$ cat src/design/sfac_pkg.sv
// Shared constants and types for the safety fault acknowledgment block.
// Overview of operation
// [RL1] Basic terminals: only SAFE_TORQUE_OFF select/deselect clears discrepancy.
// [RL2] Basic telegram: telegram SAFE_TORQUE_OFF or CW1 bit7 also.
// [RL3] Extended terminals: SAFE_TORQUE_OFF/SS1 discrepancy needs failsafe ack.
// [RL4] Extended terminals: SAFELY_LIMITED_SPEED/SAFE_DIRECTION cleared by SAFE_TORQUE_OFF, SS1, ack.
// [RL5] Extended telegram: telegram SAFE_TORQUE_OFF/SS1 or CW1 bit7.
// [RL6] Telegram ack is CW0 bit7 low-high-low.
// [RL7] Terminal ack is input low-high-low.
// [RL8] After SAFE_TORQUE_OFF event: deselect, stop, ack, on.
// [RL9] Event during monitoring gives internal-fault stop.
// [RL10] After SAFE_SPEED_MONITOR event: stop, ack, on.
// [RL11] Monitoring fault under SS1 cuts torque.
// [RL12] SAFELY_LIMITED_SPEED fault: cut or ramp per setting.
// [RL13] SAFE_DIRECTION fault: cut or ramp per setting.
// [RL14] After limit fault: deselect, stop, ack, on.
// [RL15] Torque cut acts without delay.
// [RL16] Ramp stop cuts at standstill or ramp exit.
// [RL17] Cross-check cuts; alarm depends on active function.
// [RL18] Synchronise inputs, detect whole pulse before clearing.
package sfac_pkg;
  typedef enum logic [1:0] {
    MODE_BASIC_TERM    = 2'b00,
    MODE_BASIC_TG_TERM = 2'b01,
    MODE_EXT_TERM      = 2'b10,
    MODE_EXT_TG_BASIC  = 2'b11
  } sfac_mode_t;
  typedef enum logic [1:0] {
    ST_RUN  = 2'b00,
    ST_RAMP = 2'b01,
    ST_CUT  = 2'b10
  } sfac_stop_t;
  typedef enum logic [2:0] {
    C_IDLE  = 3'b000,
    C_DESEL = 3'b001,
    C_STOP  = 3'b010,
    C_HIGH  = 3'b011,
    C_LOW   = 3'b100,
    C_ON    = 3'b101
  } sfac_cseq_t;
  // Synchroniser vector layout and its idle levels.
  localparam int         SYNC_W    = 11;
  localparam int         SY_SEL0   = 0;
  localparam int         SY_SEL1   = 1;
  localparam int         SY_SEL2   = 2;
  localparam int         SY_SEL3   = 3;
  localparam int         SY_ACKT   = 4;
  localparam int         SY_ACKG   = 5;
  localparam int         SY_CW17   = 6;
  localparam int         SY_STOG   = 7;
  localparam int         SY_SS1G   = 8;
  localparam int         SY_ON     = 9;
  localparam int         SY_NS     = 10;
  localparam logic [10:0] SYNC_IDLE = 11'h18F;
  // Pulse detectors and the level each rests at.
  localparam int         DET_W     = 7;
  localparam int         D_ACKT    = 0;
  localparam int         D_ACKG    = 1;
  localparam int         D_CW17    = 2;
  localparam int         D_STOT    = 3;
  localparam int         D_SS1T    = 4;
  localparam int         D_STOG    = 5;
  localparam int         D_SS1G    = 6;
  localparam logic [6:0] DET_IDLE  = 7'h78;
  // Discrepancy flag positions.
  localparam int         DC_STO    = 0;
  localparam int         DC_SS1    = 1;
  localparam int         DC_SLS    = 2;
  localparam int         DC_SDI    = 3;
  // Telegram bit positions.
  localparam int         CW_ACK    = 7;
  localparam int         CW1_STO   = 0;
  localparam int         CW1_SS1   = 1;
  localparam int         SW_CUT    = 0;
  localparam int         SW_RAMP   = 1;
  localparam int         SW_DISC   = 2;
  localparam int         SW_ON     = 3;
  localparam int         SW_EVT    = 7;
  // Controller register map and fields.
  localparam logic [7:0] A_CTRL    = 8'h00;
  localparam logic [7:0] A_CMD     = 8'h04;
  localparam logic [7:0] A_STAT    = 8'h08;
  localparam logic [7:0] A_ISTAT   = 8'h0C;
  localparam logic [7:0] A_IMASK   = 8'h10;
  localparam logic [7:0] CTRL_RST  = 8'hCF;
  localparam int         CT_ON     = 4;
  localparam int         CT_NS     = 5;
  localparam int         CT_STOG   = 6;
  localparam int         CT_SS1G   = 7;
  localparam int         CM_ACKT   = 0;
  localparam int         CM_ACKG   = 1;
  localparam int         CM_CW17   = 2;
  localparam int         CM_REC    = 3;
  localparam int         IQ_EVT    = 0;
  localparam int         IQ_DISC   = 1;
  localparam int         IQ_DONE   = 2;
  localparam int         IQ_CUT    = 3;
  localparam logic [1:0] RESP_OK   = 2'h0;
  localparam logic [1:0] RESP_ERR  = 2'h2;
  // Each step of a controller sequence but C_ON lasts at least this long.
  localparam int         CLK_NS    = 4;
  localparam int         STEP_NS   = 200;
  localparam int         STEP_CYC  = (STEP_NS + CLK_NS - 1) / CLK_NS;
  localparam logic [7:0] STEP_LAST = 8'(STEP_CYC - 1);
endpackage : sfac_pkg

$ cat src/design/sfac_if.sv
// Link between the safety controller and the converter's fault logic.
`timescale 1ns/1ps
interface sfac_if;
  logic [3:0] sel_n;
  logic       fdi_ack;
  logic [7:0] cw0;
  logic [7:0] cw1;
  logic       on_cmd;
  logic       normal_stop;
  logic [7:0] sw1;
  modport dev (
    input  sel_n,
    input  fdi_ack,
    input  cw0,
    input  cw1,
    input  on_cmd,
    input  normal_stop,
    output sw1
  );
  modport ctl (
    output sel_n,
    output fdi_ack,
    output cw0,
    output cw1,
    output on_cmd,
    output normal_stop,
    input  sw1
  );
endinterface : sfac_if

$ cat src/design/sfac_dev.sv
// Converter end: discrepancy latches, acknowledgment and stop reactions.
`timescale 1ns/1ps
module sfac_dev (
  input  wire logic       aclk,          // Control clock.
  input  wire logic       aresetn,       // Power-on reset, low.
  input  wire logic [1:0] mode,          // Commissioned function set.
  input  wire logic       lim_ramp_sel,  // Speed limit fault ramps.
  input  wire logic       dir_ramp_sel,  // Direction fault ramps.
  input  wire logic       ssm_active,    // Speed monitor running.
  input  wire logic       xchk_fault,    // Cross-check fault pulse.
  input  wire logic       alarm_event,   // Alarm-type event pulse.
  input  wire logic       motion_fault,  // Limit violation pulse.
  input  wire logic       standstill,    // Motor at rest.
  input  wire logic       ramp_exit,     // Motor left braking ramp.
  input  wire logic [3:0] disc_in,       // Discrepancy detected.
  output logic            torque_cut,    // Torque removed.
  output logic            ramp_stop,     // Quick-stop ramp braking.
  output logic            motor_on,      // Motor may run.
  output logic [3:0]      disc_flags,    // Latched discrepancies.
  output logic            fault_flag,    // Latched internal event.
  sfac_if.dev             link           // Link from the controller.
);
  logic [10:0]         s1_q, s2_q;
  logic [6:0]          lvl, act, actp_q, armed_q, armed_d, done;
  logic                primed_q;
  logic [3:0]          disc_q, disc_d, dclr, dmask;
  logic                fault_q, fault_d, lock_q, lock_d;
  logic                cut_q, cut_d, ramp_q, ramp_d, on_q, on_d;
  sfac_pkg::sfac_stop_t st_q, st_d;
  logic                tg_ok, ext_t, fs_ack;
  logic                sto_act, ss1_act, sls_act, sdi_act, mon_act;
  logic                req_cut, req_ramp, ev_set;
  logic [1:0]          lim_r;

  // Picks the reaction a limit fault gets from its commissioned setting.
  function automatic logic [1:0] lim_react(input logic on,
                                           input logic ramp);
    lim_react = {on & ~ramp, on & ramp};
  endfunction : lim_react

  assign torque_cut = cut_q;
  assign ramp_stop  = ramp_q;
  assign motor_on   = on_q;
  assign disc_flags = disc_q;
  assign fault_flag = fault_q;
  always_comb begin
    link.sw1 = '0;
    link.sw1[sfac_pkg::SW_CUT]  = cut_q;
    link.sw1[sfac_pkg::SW_RAMP] = ramp_q;
    link.sw1[sfac_pkg::SW_DISC] = |disc_q;
    link.sw1[sfac_pkg::SW_ON]   = on_q;
    link.sw1[sfac_pkg::SW_EVT]  = fault_q;
  end

  // ****************************************************
  // Input synchroniser
  // ****************************************************
  // The link may come from another board, so every bit passes
  // two flip-flops before anything looks at it.
  always_ff @(posedge aclk) begin
    if (!aresetn) begin
      s1_q <= sfac_pkg::SYNC_IDLE; // RL18
      s2_q <= sfac_pkg::SYNC_IDLE;
    end else begin
      s1_q <= {link.normal_stop, link.on_cmd,
               link.cw1[sfac_pkg::CW1_SS1], link.cw1[sfac_pkg::CW1_STO],
               link.cw1[sfac_pkg::CW_ACK], link.cw0[sfac_pkg::CW_ACK],
               link.fdi_ack, link.sel_n};
      s2_q <= s1_q;
    end
  end

  // ****************************************************
  // Pulse detectors
  // ****************************************************
  // A detector fires only after its line left idle and came back;
  // the synchroniser resets to idle, so a line already away from idle
  // at reset release is seen to leave idle and counts once it returns.
  always_comb begin
    lvl = {s2_q[sfac_pkg::SY_SS1G], s2_q[sfac_pkg::SY_STOG],
           s2_q[sfac_pkg::SY_SEL1], s2_q[sfac_pkg::SY_SEL0],
           s2_q[sfac_pkg::SY_CW17], s2_q[sfac_pkg::SY_ACKG],
           s2_q[sfac_pkg::SY_ACKT]};
    act  = lvl ^ sfac_pkg::DET_IDLE;
    done = armed_q & ~act & actp_q; // RL6 RL7 RL18
    armed_d = primed_q ? ((armed_q | (act & ~actp_q)) & ~done) : '0;
  end

  always_ff @(posedge aclk) begin
    if (!aresetn) begin
      actp_q   <= '0;
      armed_q  <= '0;
      primed_q <= 1'b0;
    end else begin
      actp_q   <= act;
      armed_q  <= armed_d;
      primed_q <= 1'b1;
    end
  end

  // ****************************************************
  // Active functions and discrepancy latches
  // ****************************************************
  always_comb begin
    tg_ok = (mode == sfac_pkg::MODE_BASIC_TG_TERM) |
            (mode == sfac_pkg::MODE_EXT_TG_BASIC);
    ext_t = (mode == sfac_pkg::MODE_EXT_TERM);
    fs_ack = done[sfac_pkg::D_ACKT] | done[sfac_pkg::D_ACKG];
    // A discrepancy on the stop input selects the stop itself.
    sto_act = ~s2_q[sfac_pkg::SY_SEL0] | disc_q[sfac_pkg::DC_STO] |
              (tg_ok & ~s2_q[sfac_pkg::SY_STOG]);
    ss1_act = (ext_t & (~s2_q[sfac_pkg::SY_SEL1] |
                        disc_q[sfac_pkg::DC_SS1])) |
              ((mode == sfac_pkg::MODE_EXT_TG_BASIC) &
               ~s2_q[sfac_pkg::SY_SS1G]);
    sls_act = ext_t & (~s2_q[sfac_pkg::SY_SEL2] |
                       disc_q[sfac_pkg::DC_SLS]);
    sdi_act = ext_t & (~s2_q[sfac_pkg::SY_SEL3] |
                       disc_q[sfac_pkg::DC_SDI]);
    mon_act = ss1_act | sls_act | sdi_act | ssm_active;
    dmask = ext_t ? 4'hF : 4'h1;
    dclr  = '0;
    case (mode)
      sfac_pkg::MODE_BASIC_TERM:
        dclr[sfac_pkg::DC_STO] = done[sfac_pkg::D_STOT]; // RL1
      sfac_pkg::MODE_BASIC_TG_TERM:
        dclr[sfac_pkg::DC_STO] = done[sfac_pkg::D_STOT] |
                                 done[sfac_pkg::D_STOG] |
                                 done[sfac_pkg::D_CW17]; // RL2
      sfac_pkg::MODE_EXT_TERM: begin
        // Selecting the stop functions again must not hide these.
        dclr[sfac_pkg::DC_STO] = fs_ack; // RL3
        dclr[sfac_pkg::DC_SS1] = fs_ack; // RL3
        dclr[sfac_pkg::DC_SLS] = fs_ack | done[sfac_pkg::D_STOT] |
                                 done[sfac_pkg::D_SS1T]; // RL4
        dclr[sfac_pkg::DC_SDI] = dclr[sfac_pkg::DC_SLS]; // RL4
      end
      sfac_pkg::MODE_EXT_TG_BASIC:
        dclr[sfac_pkg::DC_STO] = done[sfac_pkg::D_STOT] |
                                 done[sfac_pkg::D_STOG] |
                                 done[sfac_pkg::D_SS1G] |
                                 done[sfac_pkg::D_CW17]; // RL5
      default: dclr = '0;
    endcase
    // A discrepancy still present wins over its own clear.
    disc_d = (disc_q & ~dclr) | (disc_in & dmask);
  end

  // ****************************************************
  // Stop reactions
  // ****************************************************
  always_comb begin
    req_cut  = xchk_fault; // RL17
    req_ramp = 1'b0;
    lim_r = lim_react(sls_act, lim_ramp_sel) | // RL12
            lim_react(sdi_act, dir_ramp_sel); // RL13
    if (alarm_event) begin
      req_cut  = req_cut | sto_act; // RL9 RL17
      req_ramp = ~sto_act & mon_act; // RL17
    end
    if (motion_fault) begin
      req_cut = req_cut | ss1_act | lim_r[1]; // RL11
      req_ramp = req_ramp | lim_r[0];
    end
    ev_set = req_cut | req_ramp;
    // Only a completed fail-safe pulse clears the event, and a
    // fresh event in that same cycle keeps it latched.
    fault_d = (fault_q & ~fs_ack) | ev_set;
    st_d = st_q;
    case (st_q)
      sfac_pkg::ST_RUN: begin
        if (req_cut) st_d = sfac_pkg::ST_CUT;
        else if (req_ramp) st_d = sfac_pkg::ST_RAMP;
      end
      sfac_pkg::ST_RAMP: begin
        if (req_cut | standstill | ramp_exit)
          st_d = sfac_pkg::ST_CUT; // RL16
        else if (fs_ack) st_d = sfac_pkg::ST_RUN;
      end
      sfac_pkg::ST_CUT: begin
        if (fs_ack & ~ev_set) st_d = sfac_pkg::ST_RUN;
      end
      default: st_d = sfac_pkg::ST_CUT;
    endcase
    // After an event the motor restarts only once a normal stop
    // has been given while running is allowed again.
    lock_d = ev_set |
             (lock_q & ~(s2_q[sfac_pkg::SY_NS] &
                         (st_q == sfac_pkg::ST_RUN) & ~fault_q));
    // Torque is cut from the next state as well as the request itself,
    // so the state machine adds no cycle before the cut.
    cut_d = (st_d == sfac_pkg::ST_CUT) | sto_act | req_cut; // RL15
    ramp_d = (st_d == sfac_pkg::ST_RAMP); // RL16
    on_d = s2_q[sfac_pkg::SY_ON] & ~s2_q[sfac_pkg::SY_NS] & ~lock_d &
           (st_d == sfac_pkg::ST_RUN) & ~cut_d;
  end

  always_ff @(posedge aclk) begin
    if (!aresetn) begin
      disc_q  <= '0;
      fault_q <= 1'b0;
      lock_q  <= 1'b0;
      st_q    <= sfac_pkg::ST_RUN;
      cut_q   <= 1'b1;
      ramp_q  <= 1'b0;
      on_q    <= 1'b0;
    end else begin
      disc_q  <= disc_d;
      fault_q <= fault_d;
      lock_q  <= lock_d;
      st_q    <= st_d;
      cut_q   <= cut_d;
      ramp_q  <= ramp_d;
      on_q    <= on_d;
    end
  end
endmodule : sfac_dev

$ cat src/flat_wrapper.sv
// flat-port wrapper written by rule: the top's interface ports become plain ports
module sfac_dev_flat 
  (aclk, aresetn, mode, lim_ramp_sel, dir_ramp_sel, ssm_active, xchk_fault, alarm_event, motion_fault, standstill, ramp_exit, disc_in, torque_cut, ramp_stop, motor_on, disc_flags, fault_flag, link_sel_n, link_fdi_ack, link_cw0, link_cw1, link_on_cmd, link_normal_stop, link_sw1);
  sfac_if link_i ();
  input  wire logic aclk;
  input  wire logic aresetn;
  input  wire logic [1:0] mode;
  input  wire logic lim_ramp_sel;
  input  wire logic dir_ramp_sel;
  input  wire logic ssm_active;
  input  wire logic xchk_fault;
  input  wire logic alarm_event;
  input  wire logic motion_fault;
  input  wire logic standstill;
  input  wire logic ramp_exit;
  input  wire logic [3:0] disc_in;
  output logic torque_cut;
  output logic ramp_stop;
  output logic motor_on;
  output logic [3:0] disc_flags;
  output logic fault_flag;
  input wire logic [$bits(link_i.sel_n)-1:0] link_sel_n;
  input wire logic [$bits(link_i.fdi_ack)-1:0] link_fdi_ack;
  input wire logic [$bits(link_i.cw0)-1:0] link_cw0;
  input wire logic [$bits(link_i.cw1)-1:0] link_cw1;
  input wire logic [$bits(link_i.on_cmd)-1:0] link_on_cmd;
  input wire logic [$bits(link_i.normal_stop)-1:0] link_normal_stop;
  output wire logic [$bits(link_i.sw1)-1:0] link_sw1;
  assign link_i.sel_n = link_sel_n;
  assign link_i.fdi_ack = link_fdi_ack;
  assign link_i.cw0 = link_cw0;
  assign link_i.cw1 = link_cw1;
  assign link_i.on_cmd = link_on_cmd;
  assign link_i.normal_stop = link_normal_stop;
  assign link_sw1 = link_i.sw1;
  sfac_dev u_core (.aclk(aclk), .aresetn(aresetn), .mode(mode), .lim_ramp_sel(lim_ramp_sel), .dir_ramp_sel(dir_ramp_sel), .ssm_active(ssm_active), .xchk_fault(xchk_fault), .alarm_event(alarm_event), .motion_fault(motion_fault), .standstill(standstill), .ramp_exit(ramp_exit), .disc_in(disc_in), .torque_cut(torque_cut), .ramp_stop(ramp_stop), .motor_on(motor_on), .disc_flags(disc_flags), .fault_flag(fault_flag), .link(link_i));
endmodule
$ cat config.mk
export PLATFORM = sky130hd
export DESIGN_NAME = sfac_dev_flat
export DESIGN_NICKNAME = d
export VERILOG_FILES = /design/src/design/sfac_pkg.sv /design/src/design/sfac_if.sv /design/src/design/sfac_dev.sv /design/src/flat_wrapper.sv
export SDC_FILE = /design/constraint.sdc
export NUM_CORES = 1
export LEC_CHECK = 0
export BUFFER_PORTS_ARGS = -buffer_cell sky130_fd_sc_hd__buf_4
export CAP_MARGIN = 0
export CORE_MARGIN = 3
export CORE_UTILIZATION = 45
export DETAILED_ROUTE_END_ITERATION = 10
export GPL_TIMING_DRIVEN = 0
export HOLD_SLACK_MARGIN = 0.08
export PLACE_DENSITY = 0.75
export RECOVER_POWER = 25
export SYNTH_ARGS = -nofsm -noshare
export SYNTH_HDL_FRONTEND = slang
export SYNTH_SLANG_ARGS = --single-unit
$ cat constraint.sdc
create_clock -name aclk -period 1.47 [get_ports aclk]
set_input_delay 0.0735 -clock aclk [delete_from_list [all_inputs] [get_ports aclk]]
set_output_delay 0.0735 -clock aclk [all_outputs]
set_load 0.1 [all_outputs]
**Yosys cells after proc, flatten, opt, wreduce, memory -nomap -nowiden**

Index checks and enable logic that the tools add are counted.
W data, S select, Z words.

- RAM bits: 0
- Latch bits: 0
- ROM bits: 0
- Memories kept: 0
- Register bits after elaboration: 48
- Output and inout port bits: 16

- Mux-type cells: 14
- Multipliers: 0
- Shifts and indexed selects: 0
- Eq/ne operators: 7
- Magnitude comparators: 0
- Divide/modulo/power cells: 0
- Reductions and logical operators: 5
- Add/sub/neg operators: 0
- Bitwise logic cells: 77

Operator list:

| kind | number |
|---|---|
| $and A7 B7 Y7 | 4 |
| $or A1 B1 Y1 | 28 |
| $not A7 Y7 | 3 |
| $and A1 B1 Y1 | 19 |
| $not A1 Y1 | 16 |
| $mux W2 | 5 |
| $and A4 B4 Y4 | 2 |
| $eq A2 B2 Y1 const B | 4 |
| $not A4 Y4 | 2 |
| $or A7 B7 Y7 | 1 |
| $eq A2 B1 Y1 const B | 3 |
| $logic_not A2 Y1 | 3 |
| $pmux W2 S3 | 1 |
| $mux W1 | 5 |
| $mux W4 | 1 |
| $or A4 B4 Y4 | 1 |
| $pmux W1 S4 | 1 |
| $reduce_or A4 Y1 | 1 |
| $mux W3 | 1 |
| $or A2 B2 Y2 | 1 |
| $reduce_and A2 Y1 | 1 |

**Logic depth before layout (Yosys ltp)**

Gate-level depths: netlist of the first run.

- Depth after elaboration: 21
- Gate-level depth with buffers: 5
- Depth with buffers taken out: 5

**Worst setup path before layout of the first run**

OpenSTA, ideal clock, no wires.

- Kind: register -> register
- Start: register u_core.disc_q[2] (netlist: u_core.disc_flags[2])
- End: register u_core.cut_q (netlist: u_core.torque_cut)
- Arrival time: 1.958 ns
- Library setup time: 0.127 ns
- Slack: -0.616 ns
- Path buffers: 0
- Required time: 1.343 ns
- Clock period less this slack: 2.086 ns
- Stages on the path, launching flop included: 6
- Cell sequence: dfxtp_1 > or2b_2 > a22o_1 > a32o_1 > nand3_2 > or3b_1

- Word-level cells in the longest chain between the ends: 17
- Elaborated cells between the ends (all ways): 27
- Those cells by class: 1 x eq/ne; 8 x mux; 18 x bitwise

Ends and longest elaborated chain:

| what | line | RTL |
|---|---|---|
| from (decl) | sfac_dev.sv:26 | `logic [3:0] disc_q, disc_d, dclr, dmask;` |
| from (signal assigned) | sfac_dev.sv:208 | `disc_q <= disc_d;` |
| $or A1 B1 Y1 (*) | sfac_dev.sv:116 | `sls_act = ext_t & (~s2_q[sfac_pkg::SY_SEL2] \|` |
| $and A1 B1 Y1 (*) | sfac_dev.sv:116 |  |
| $or A1 B1 Y1 (3 in a row) | sfac_dev.sv:120 | `mon_act = ss1_act \| sls_act \| sdi_act \| ssm_active;` |
| $and A1 B1 Y1 | sfac_dev.sv:159 | `req_ramp = ~sto_act & mon_act;` |
| $mux W1 | sfac_dev.sv:157 | `if (alarm_event) begin` |
| $or A1 B1 Y1 | sfac_dev.sv:163 | `req_ramp = req_ramp \| lim_r[0];` |
| $mux W1 | sfac_dev.sv:161 | `if (motion_fault) begin` |
| $or A1 B1 Y1 | sfac_dev.sv:165 | `ev_set = req_cut \| req_ramp;` |
| $not A1 Y1 | sfac_dev.sv:181 | `if (fs_ack & ~ev_set) st_d = sfac_pkg::ST_RUN;` |
| $and A1 B1 Y1 | sfac_dev.sv:181 |  |
| $mux W2 | sfac_dev.sv:181 |  |
| $pmux W2 S3 | sfac_dev.sv:170 | `case (st_q)` |
| $eq A2 B2 Y1 | sfac_dev.sv:192 | `cut_d = (st_d == sfac_pkg::ST_CUT) \| sto_act \| req_cut;` |
| $or A1 B1 Y1 | sfac_dev.sv:192 |  |
| $or A1 B1 Y1 (*) | sfac_dev.sv:192 |  |
| to (signal assigned) | sfac_dev.sv:212 | `cut_q <= cut_d;` |
| to (decl) | sfac_dev.sv:28 | `logic cut_q, cut_d, ramp_q, ramp_d, on_q, on_d;` |

Every way passes the cells marked *; elsewhere a longest branch is shown, timed or not.
A chain may end at the register's enable or synchronous reset.

**Worst setup path in the final report of the first run**

- Start: register u_core.disc_q[1] (netlist: u_core.disc_flags[1])
- End: register u_core.cut_q (netlist: u_core.torque_cut)

- Word-level cells in the longest chain between the ends: 18
- Elaborated cells between the ends (all ways): 26
- Those cells by class: 1 x eq/ne; 8 x mux; 17 x bitwise

Ends and longest elaborated chain:

| what | line | RTL |
|---|---|---|
| $or A1 B1 Y1 (*) | sfac_dev.sv:112 | `ss1_act = (ext_t & (~s2_q[sfac_pkg::SY_SEL1] \|` |
| $and A1 B1 Y1 (*) | sfac_dev.sv:112 |  |
| $or A1 B1 Y1 (*) | sfac_dev.sv:113 | `disc_q[sfac_pkg::DC_SS1])) \|` |
| $or A1 B1 Y1 (3 in a row) | sfac_dev.sv:120 |  |
| $and A1 B1 Y1 | sfac_dev.sv:159 |  |
| $mux W1 | sfac_dev.sv:157 |  |
| $or A1 B1 Y1 | sfac_dev.sv:163 |  |
| $mux W1 | sfac_dev.sv:161 |  |
| $or A1 B1 Y1 | sfac_dev.sv:165 |  |
| $not A1 Y1 | sfac_dev.sv:181 |  |
| $and A1 B1 Y1 | sfac_dev.sv:181 |  |
| $mux W2 | sfac_dev.sv:181 |  |
| $pmux W2 S3 | sfac_dev.sv:170 |  |
| $eq A2 B2 Y1 | sfac_dev.sv:192 |  |
| $or A1 B1 Y1 | sfac_dev.sv:192 |  |
| $or A1 B1 Y1 (*) | sfac_dev.sv:192 |  |

Marks and branches as above.

==> summary.md, run 1 <==
| Metric | Value |
|---|---|
| Final setup margin | `-225 ps` |
| Post-Synthesis Cells | `181` |
| Cell Rows | `22` |
| Status | `complete, but fails checks` |
| Placed cell count | `270` |
| CTS tree | `built` |
| Final Power | `2.62 mW` |
| ANT cells | `0` |
| Initial antenna violation count | `0` |
| Worst hold slack | `125 ps` |
| Max cap viols | `0` |
| Worst-path fanout max | `3` |
| GR Overflow Total | `0` |
| Ports | `55` |
| Worst setup EP type | `flip-flop` |
| Total GRT Usage | `16.3%` |
| F_max | `roughly 590 MHz` |
| Port bufs | `39` |
| Initial Util | `47.3%` |
| Req. time, crit path | `1640 ps` |
| Async SR Flop Fraction | `0%` |
| Commonest non-fill, non-tap cells in the layout | `47 x buf_4, 43 x dfxtp_1, 16 x dlygate4sd3_1` |
| Slowest CP cell | `or3b_4` |
| Final worst path period need | `1700 ps` |
| Most common cell after layout, fill and taps aside | `buf_4` |
| Largest net degree at the start of global routing | `14` |
| Drt first pass iters | `5` |
| Slew Limit Fails | `0` |
| VDD IR max | `0.000584 V` |
| Worst slack, placed | `-303 ps` |
| Vias in the first global route | `1313` |
| Flops & latches, synth | `48` |
| Rel. slew slack | `between 60% and 70%` |
| Clock Sinks | `between 40 and 50` |
| Clock root buffer | `clkbuf_8` |
| Max Clock Skew | `9.40 ps` |
| CTS Buf Count | `5` |
| Non-Filler Instances | `297` |
| CP Launch Type | `flip-flop` |
| Yosys Warn Count | `0` |
| Global-route wire length before repair | `5620 microns` |
| Leakage | `1.03 nW` |
| Core Util, Final | `65.5%` |
| Pwr Density | `1080 mW/mm^2` |
| Die height | `68.5 microns` |
| RSZ-0062 raised after global routing | `yes` |
| CP arrival | `1870 ps` |
| Chip Width | `68.5 microns` |
| Die area | `approximately 0.0047 sq mm` |
| Measured slew at the worst slew-check pin | `between 500 and 600 ps` |
| DRC Markers | `0` |
| Final period util | `115%` |
| Clock Tree Buf Depth | `2` |
| Routed WL | `3380 microns` |
| Mapped cell area | `0.00176 sq mm` |
| Worst setup path category | `reg -> reg` |
| Max incr delay on CP | `roughly 380 ps` |
| Max H-tree Level | `2` |
| Routed vias/inst | `4.64` |
| Sequential share of the synthesized area | `54.7%` |
| Share of layout cells above drive strength 1 | `29.7%` |
| Worst-Skew Late Latency | `290 ps` |
| Clock-pin slew on the worst setup and hold paths | `80 ps` |
| Worst hold path class | `in -> reg` |
| EDFF count, synth | `0` |
| Detail Placement HPWL | `~2400 microns` |
| Core Footprint | `about 0.0037 sq mm` |
| Ys flop type | `dfxtp_1` |
| Final setup fails | `6` |
| P&R area growth vs syn | `38.5%` |
| Final hold violation count | `0` |
| WL/cell | `about 11 microns` |
| Yosys cell types | `41` |
| Mapped Avg Cell Area | `9.71 sq um` |
| Routed Antenna Nets | `0` |
| Failing checks | `setup timing` |
| Initial drt markers | `75` |
| Routability-driven placement congestion ratio | `0.764` |
| Crit-path cells | `or3b_4 > a221oi_2 > o221a_2 > nand2_1 > or3b_1` |
| Vias | `1379` |
| Final #Nets | `287` |
## worst max-delay path, delay by kind of cell (launching register included)
| kind | cells | cell delay, ps |
|---|---|---|
| AOI/OAI and AO/OA | 2 | 440 |
| DFF | 1 | 350 |
| and+or+nand+nor | 3 | 790 |
## report_power, final
| group | internal, mW | switching, mW |
|---|---|---|
| Combinational | 0.194 | 0.275 |
| Sequential | 1.35 | 0.0323 |
| Clock | 0.384 | 0.385 |
| Total | 1.93 | 0.693 |
## metrics by stage
step | TNS (ps) | instance area (sq um)
after floorplan | -810 | 1780
after global placement | -1210 | 2130
after detailed placement | -1400 | 2130
after CTS | -717 | 2420
after global routing | -1280 | 2430
final | -728 | 2430
## sequential cells by signal (all words and copies together) (netlist names), 2 cells and up
name	count
u_core.s1_q	11
u_core.s2_q	11
u_core.actp_q	7
u_core.armed_q	7
u_core.disc_flags	4
u_core.st_q	2
## synth_stat cells, types with 2 or more instances
| cell type | instances | area, sq um |
|---|---|---|
| o21ai_0 | 4 | 20.0 |
| dfxtp_1 | 48 | 961 |
| or3b_1 | 2 | 17.5 |
| nand3_1 | 6 | 30.0 |
| maj3_1 | 4 | 40.0 |
| and2_1 | 13 | 81.3 |
| a31oi_1 | 2 | 12.5 |
| inv_1 | 13 | 48.8 |
| nand2b_1 | 12 | 75.1 |
| clkbuf_1 | 3 | 11.3 |
| nand2_1 | 15 | 56.3 |
| a21oi_1 | 8 | 40.0 |
| buf_4 | 7 | 52.6 |
| nor2_1 | 14 | 52.6 |
| a22oi_1 | 4 | 30.0 |
## cell families (layout without fill, tap and decap cells)
kind of cell | after synthesis | after routing | synth area share [%]
buffers and inverters | 24 | 90 | 7.05
and+or+nand+nor | 73 | 73 | 22.8
adders and majority gates | 4 | 4 | 2.28
AOI/OAI and AO/OA | 31 | 31 | 13.0
other | 1 | 3 | 0.213
DFF | 48 | 48 | 54.7
## routing by layer
| metal | vias to the layer above | GRT usage [%] | part of all wire (%) |
|---|---|---|---|
| met2 | 38 | 28.1 | 48 |
| met3 | 4 | 3.94 | 6.4 |
| met4 | 0 | 7.69 | 1.1 |
| met5 | - | 0 | 0 |
| li1 | 725 | - | - |
| met1 | 612 | 18.6 | 45 |
## final timing paths
path | to | slack, ps | cells after the start | startpoint
max | u_core.torque_cut$_SDFF_PN1_ | -230 | 5 | u_core.disc_flags[1]$_SDFF_PN0_
min | u_core.ramp_stop$_SDFF_PN0_ | 130 | 4 | ramp_exit
max reg2reg | u_core.torque_cut$_SDFF_PN1_ | -230 | 5 | u_core.disc_flags[1]$_SDFF_PN0_
min reg2reg | u_core.s2_q[7]$_SDFF_PN1_ | 410 | 1 | u_core.s1_q[7]$_SDFF_PN1_
## layout make-up
cell class                 count  area (sq um)
sequential                    48           975
multi-input combinational    111           699
timing repair buffer          58           484
fill                         326          1280
buffer                        11          75.1
tap                           48          60.1
inverter                      13          48.8
clock buffer                   8          90.1
## repair_timing
| action | 4_1_cts | 5_1_grt |
|---|---|---|
| setup endpoints to repair | 8 | 8 |
| gates resized for setup | 5 | 4 |
| endpoints found under the hold margin | 16 | 0 |
| pin swaps | 3 | 1 |
| buffers inserted | 3 | 0 |
| hold buffers | 16 | 0 |
Power figures use the tool's default switching activity.
==> run 2, diff against run 1 <==
--- a/config.mk
+++ b/config.mk
@@ -8,12 +8,13 @@
 export BUFFER_PORTS_ARGS = -buffer_cell sky130_fd_sc_hd__buf_4
 export CAP_MARGIN = 0
 export CORE_MARGIN = 3
-export CORE_UTILIZATION = 45
+export CORE_UTILIZATION = 53
 export DETAILED_ROUTE_END_ITERATION = 10
 export GPL_TIMING_DRIVEN = 0
 export HOLD_SLACK_MARGIN = 0.08
-export PLACE_DENSITY = 0.75
+export PLACE_DENSITY = 0.82
 export RECOVER_POWER = 25
+export SKIP_LAST_GASP = 1
 export SYNTH_ARGS = -nofsm -noshare
 export SYNTH_HDL_FRONTEND = slang
 export SYNTH_SLANG_ARGS = --single-unit
==> constraint.sdc (replaced) <==
create_clock -name aclk -period 2.07 [get_ports aclk]
set_input_delay 0.1035 -clock aclk [delete_from_list [all_inputs] [get_ports aclk]]
set_output_delay 0.1035 -clock aclk [all_outputs]
set_load 0.1 [all_outputs]
==> summary.md, run 2 (synthesis gave the netlist of run 1 again) <==
| Metric | Value |
|---|---|
| Crit path top cell by count | `clkbuf_1` |
| Worst reg2reg endpoint | `u_core.torque_cut$_SDFF_PN1_` |
| Final setup TNS | `0 ps (+728 ps)` |
| Routed Antenna Nets | `0 (unchanged)` |
| Die height | `63.6 microns (-7.2%)` |
| Pwr Density | `745 mW/mm^2 (-31%)` |
| Max cap viols | `0 (unchanged)` |
| Die area | `0.00404 sq mm (-14%)` |
| Worst hold path class | `in -> reg` |
| Worst-path fanout max | `10 (+7)` |
| Routed WL | `3680 microns (+8.8%)` |
| Crit-path cells | `dlygate4sd3_1 > clkbuf_1 > clkdlybuf4s50_2 > inv_1 > clkbuf_1 > nor2_1` |
| Share of layout cells above drive strength 1 | `23.4% (-6.3 points)` |
| Leakage | `0.986 nW (-4.6%)` |
| Final Power | `1.74 mW (-34%)` |
| CTS Hold Bufs | `18 (+2)` |
| Clock share of power | `25.1% (-4.2 points)` |
| Drt first pass iters | `5 (unchanged)` |
| Hold path depth | `4 (unchanged)` |
| Core Footprint | `0.00310 sq mm (-16%)` |
| Port bufs | `39 (unchanged)` |
| Global-route wire length before repair | `6130 microns (+9.1%)` |
| Vias | `1448 (+5.0%)` |
| # fillers | `249 (-24%)` |
| Storage element area | `963 sq um (-1.2%)` |
| Clock root buffer | `clkbuf_4` |
| Worst setup path category | `in -> reg` |
| Worst r2r src | `u_core.s2_q[1]$_SDFF_PN1_` |
| CP arrival | `2020 ps (+150 ps)` |
| Final setup fails | `0 (-6)` |
| WL/cell | `12.6 microns (+11%)` |
| Final period util | `86.8%` |
| Multi-input gate area | `679 sq um (-2.9%)` |
| Core Util, Final | `75.2% (+9.8 points)` |
| Worst setup EP type | `flip-flop` |
| Internal power | `1.25 mW (-35%)` |
| Initial Util | `56.6% (+9.3 points)` |
| Cell Rows | `20 (-9.1%)` |
| RSZ-0062 raised after global routing | `no` |
| Total GRT Usage | `19.2% (+3.0 points)` |
| Reg2Reg Depth | `5 (unchanged)` |
| CTS tree | `built` |
| Final hold violation count | `0 (unchanged)` |
| Post-CTS sizing | `0 (-5)` |
| Initial drt markers | `92 (+23%)` |
| Max Clock Skew | `6.51 ps (-2.89 ps)` |
| Worst hold slack | `150 ps (+24.4 ps)` |
| F_max | `556 MHz` |
| Largest net degree at the start of global routing | `15 (+1)` |
| Largest regs | `u_core.s1_q x11, u_core.s2_q x11` |
| Measured slew at the worst slew-check pin | `1190 ps (+671 ps)` |
| Rel. slew slack | `21.3% (-44 points)` |
| Req. time, crit path | `2290 ps (+650 ps)` |
| Worst-Skew Late Latency | `350 ps (+60 ps)` |
| CTS Buf Count | `5 (unchanged)` |
| Initial antenna violation count | `0 (unchanged)` |
| Final #Nets | `286 (-0.35%)` |
| Max H-tree Level | `2 (unchanged)` |
| Clock-pin slew on the worst setup and hold paths | `130 ps (+50 ps)` |
| Ports | `55 (unchanged)` |
| Placed Area | `0.00211 sq mm (-0.94%)` |
| Slew Limit Fails | `0 (unchanged)` |
| Worst Hold Endpoint | `u_core.disc_flags[0]$_SDFF_PN0_` |
| ANT cells | `0 (unchanged)` |
| Most common cell after layout, fill and taps aside | `dfxtp_1` |
| Worst Hold Launch | `mode[0]` |
| GR Overflow Total | `0 (unchanged)` |
| Routed vias/inst | `4.96 (+6.8%)` |
| Detail Placement HPWL | `2570 microns (+6.0%)` |
| Post-route cell area | `0.00233 sq mm (-4.0%)` |
| Clock Sinks | `48 (unchanged)` |
| Reg2reg setup slack | `280 ps (+510 ps)` |
| Setup Fix Bufs, Post-CTS | `0 (-3)` |
| Clock Tree Buf Depth | `2 (unchanged)` |
| Final worst path period need | `1800 ps` |
| CP Launch Type | `primary input` |
| Status | `finished clean` |
| DRC Markers | `0 (unchanged)` |
| Reg power frac | `56.7% (+3.9 points)` |
| Slowest CP cell | `clkdlybuf4s50_2` |
| Routability-driven placement congestion ratio | `0.795 (+4.1%)` |
| Chip Width | `63.6 microns (-7.2%)` |
| VDD IR max | `0.000540 V (-7.6%)` |
| Net Sw Frac | `28.1% (+1.7 points)` |
| Vias in the first global route | `1433 (+9.1%)` |
| Commonest non-fill, non-tap cells in the layout | `46 x dfxtp_1, 40 x buf_4, 18 x dlygate4sd3_1` |
| P&R area growth vs syn | `32.9%` |
| Logic gate share of total power | `18.2% (+0.3 points)` |
| Max incr delay on CP | `600 ps (+220 ps)` |
| Net Switching | `489 uW (-29%)` |
==> run 2: changes by cell type in the layout (fill, tap and decap cells not counted), moves of 2 or more <==
cell / change
buf_4: -7
clkbuf_4: +5
dlygate4sd3_1: +2
a21oi_2: -2
a21oi_1: +2
clkbuf_1: +4
dfxtp_1: +3
dfxtp_4: -3
clkbuf_8: -5
==> run 2: worst max path at each step <==
stage	from	endpoint	slack, ps	cells after the start
2_1_floorplan	u_core.disc_flags[3]$_SDFF_PN0_	u_core.torque_cut$_SDFF_PN1_	30	5
4_1_cts	u_core.s2_q[1]$_SDFF_PN1_	u_core.torque_cut$_SDFF_PN1_	280	5
6_report	aresetn	u_core.disc_flags[1]$_SDFF_PN0_	270	6
3_3_place_gp	u_core.s2_q[1]$_SDFF_PN1_	u_core.torque_cut$_SDFF_PN1_	330	5
5_1_grt	u_core.s2_q[1]$_SDFF_PN1_	u_core.torque_cut$_SDFF_PN1_	170	5
3_5_place_dp	u_core.s2_q[1]$_SDFF_PN1_	u_core.torque_cut$_SDFF_PN1_	310	5
==> run 2: worst max-delay path, delay by kind of cell <==
family	cells	cell delay, ps
simple gates	1	110
buf+inv	5	1800
==> run 2: area by class of cell <==
class	instances	area share, %
clock inverters	1	0.322
clock buffers	7	2.36
well taps	44	2.36
inverters	13	2.09
plain buffers	11	3.22
flip-flops and latches	48	41.3
multi-input cells	111	29.1
repair buffers	57	19.3
==> run 2: power groups by stage <==
stage,clock network (mW),logic (mW),registers [mW]
detailed placement,0,0.290,1.01
CTS,0.456,0.318,0.987
global route,0.497,0.338,0.993
finish,0.436,0.317,0.987
global placement,0,0.284,1.00
floorplan,0,0.159,1.05
==> run 2: routing by layer <==
metal | GRT usage (%) | share of wire, % | routed length [microns] | vias up
met5 | 0 | 0 | 0 | -
met4 | 5.93 | 1.2 | 44 | 0
met3 | 6.77 | 7.2 | 265 | 5
li1 | - | - | - | 729
met2 | 35.2 | 51 | 1880 | 53
met1 | 20.5 | 40 | 1490 | 661
==> run 2: per-stage QoR <==
step                std cells  setup WS (ps)
finish                    292            273
global route              292            169
CTS                       292            285
floorplan                 183           30.5
global placement          266            334
detailed placement        266            314
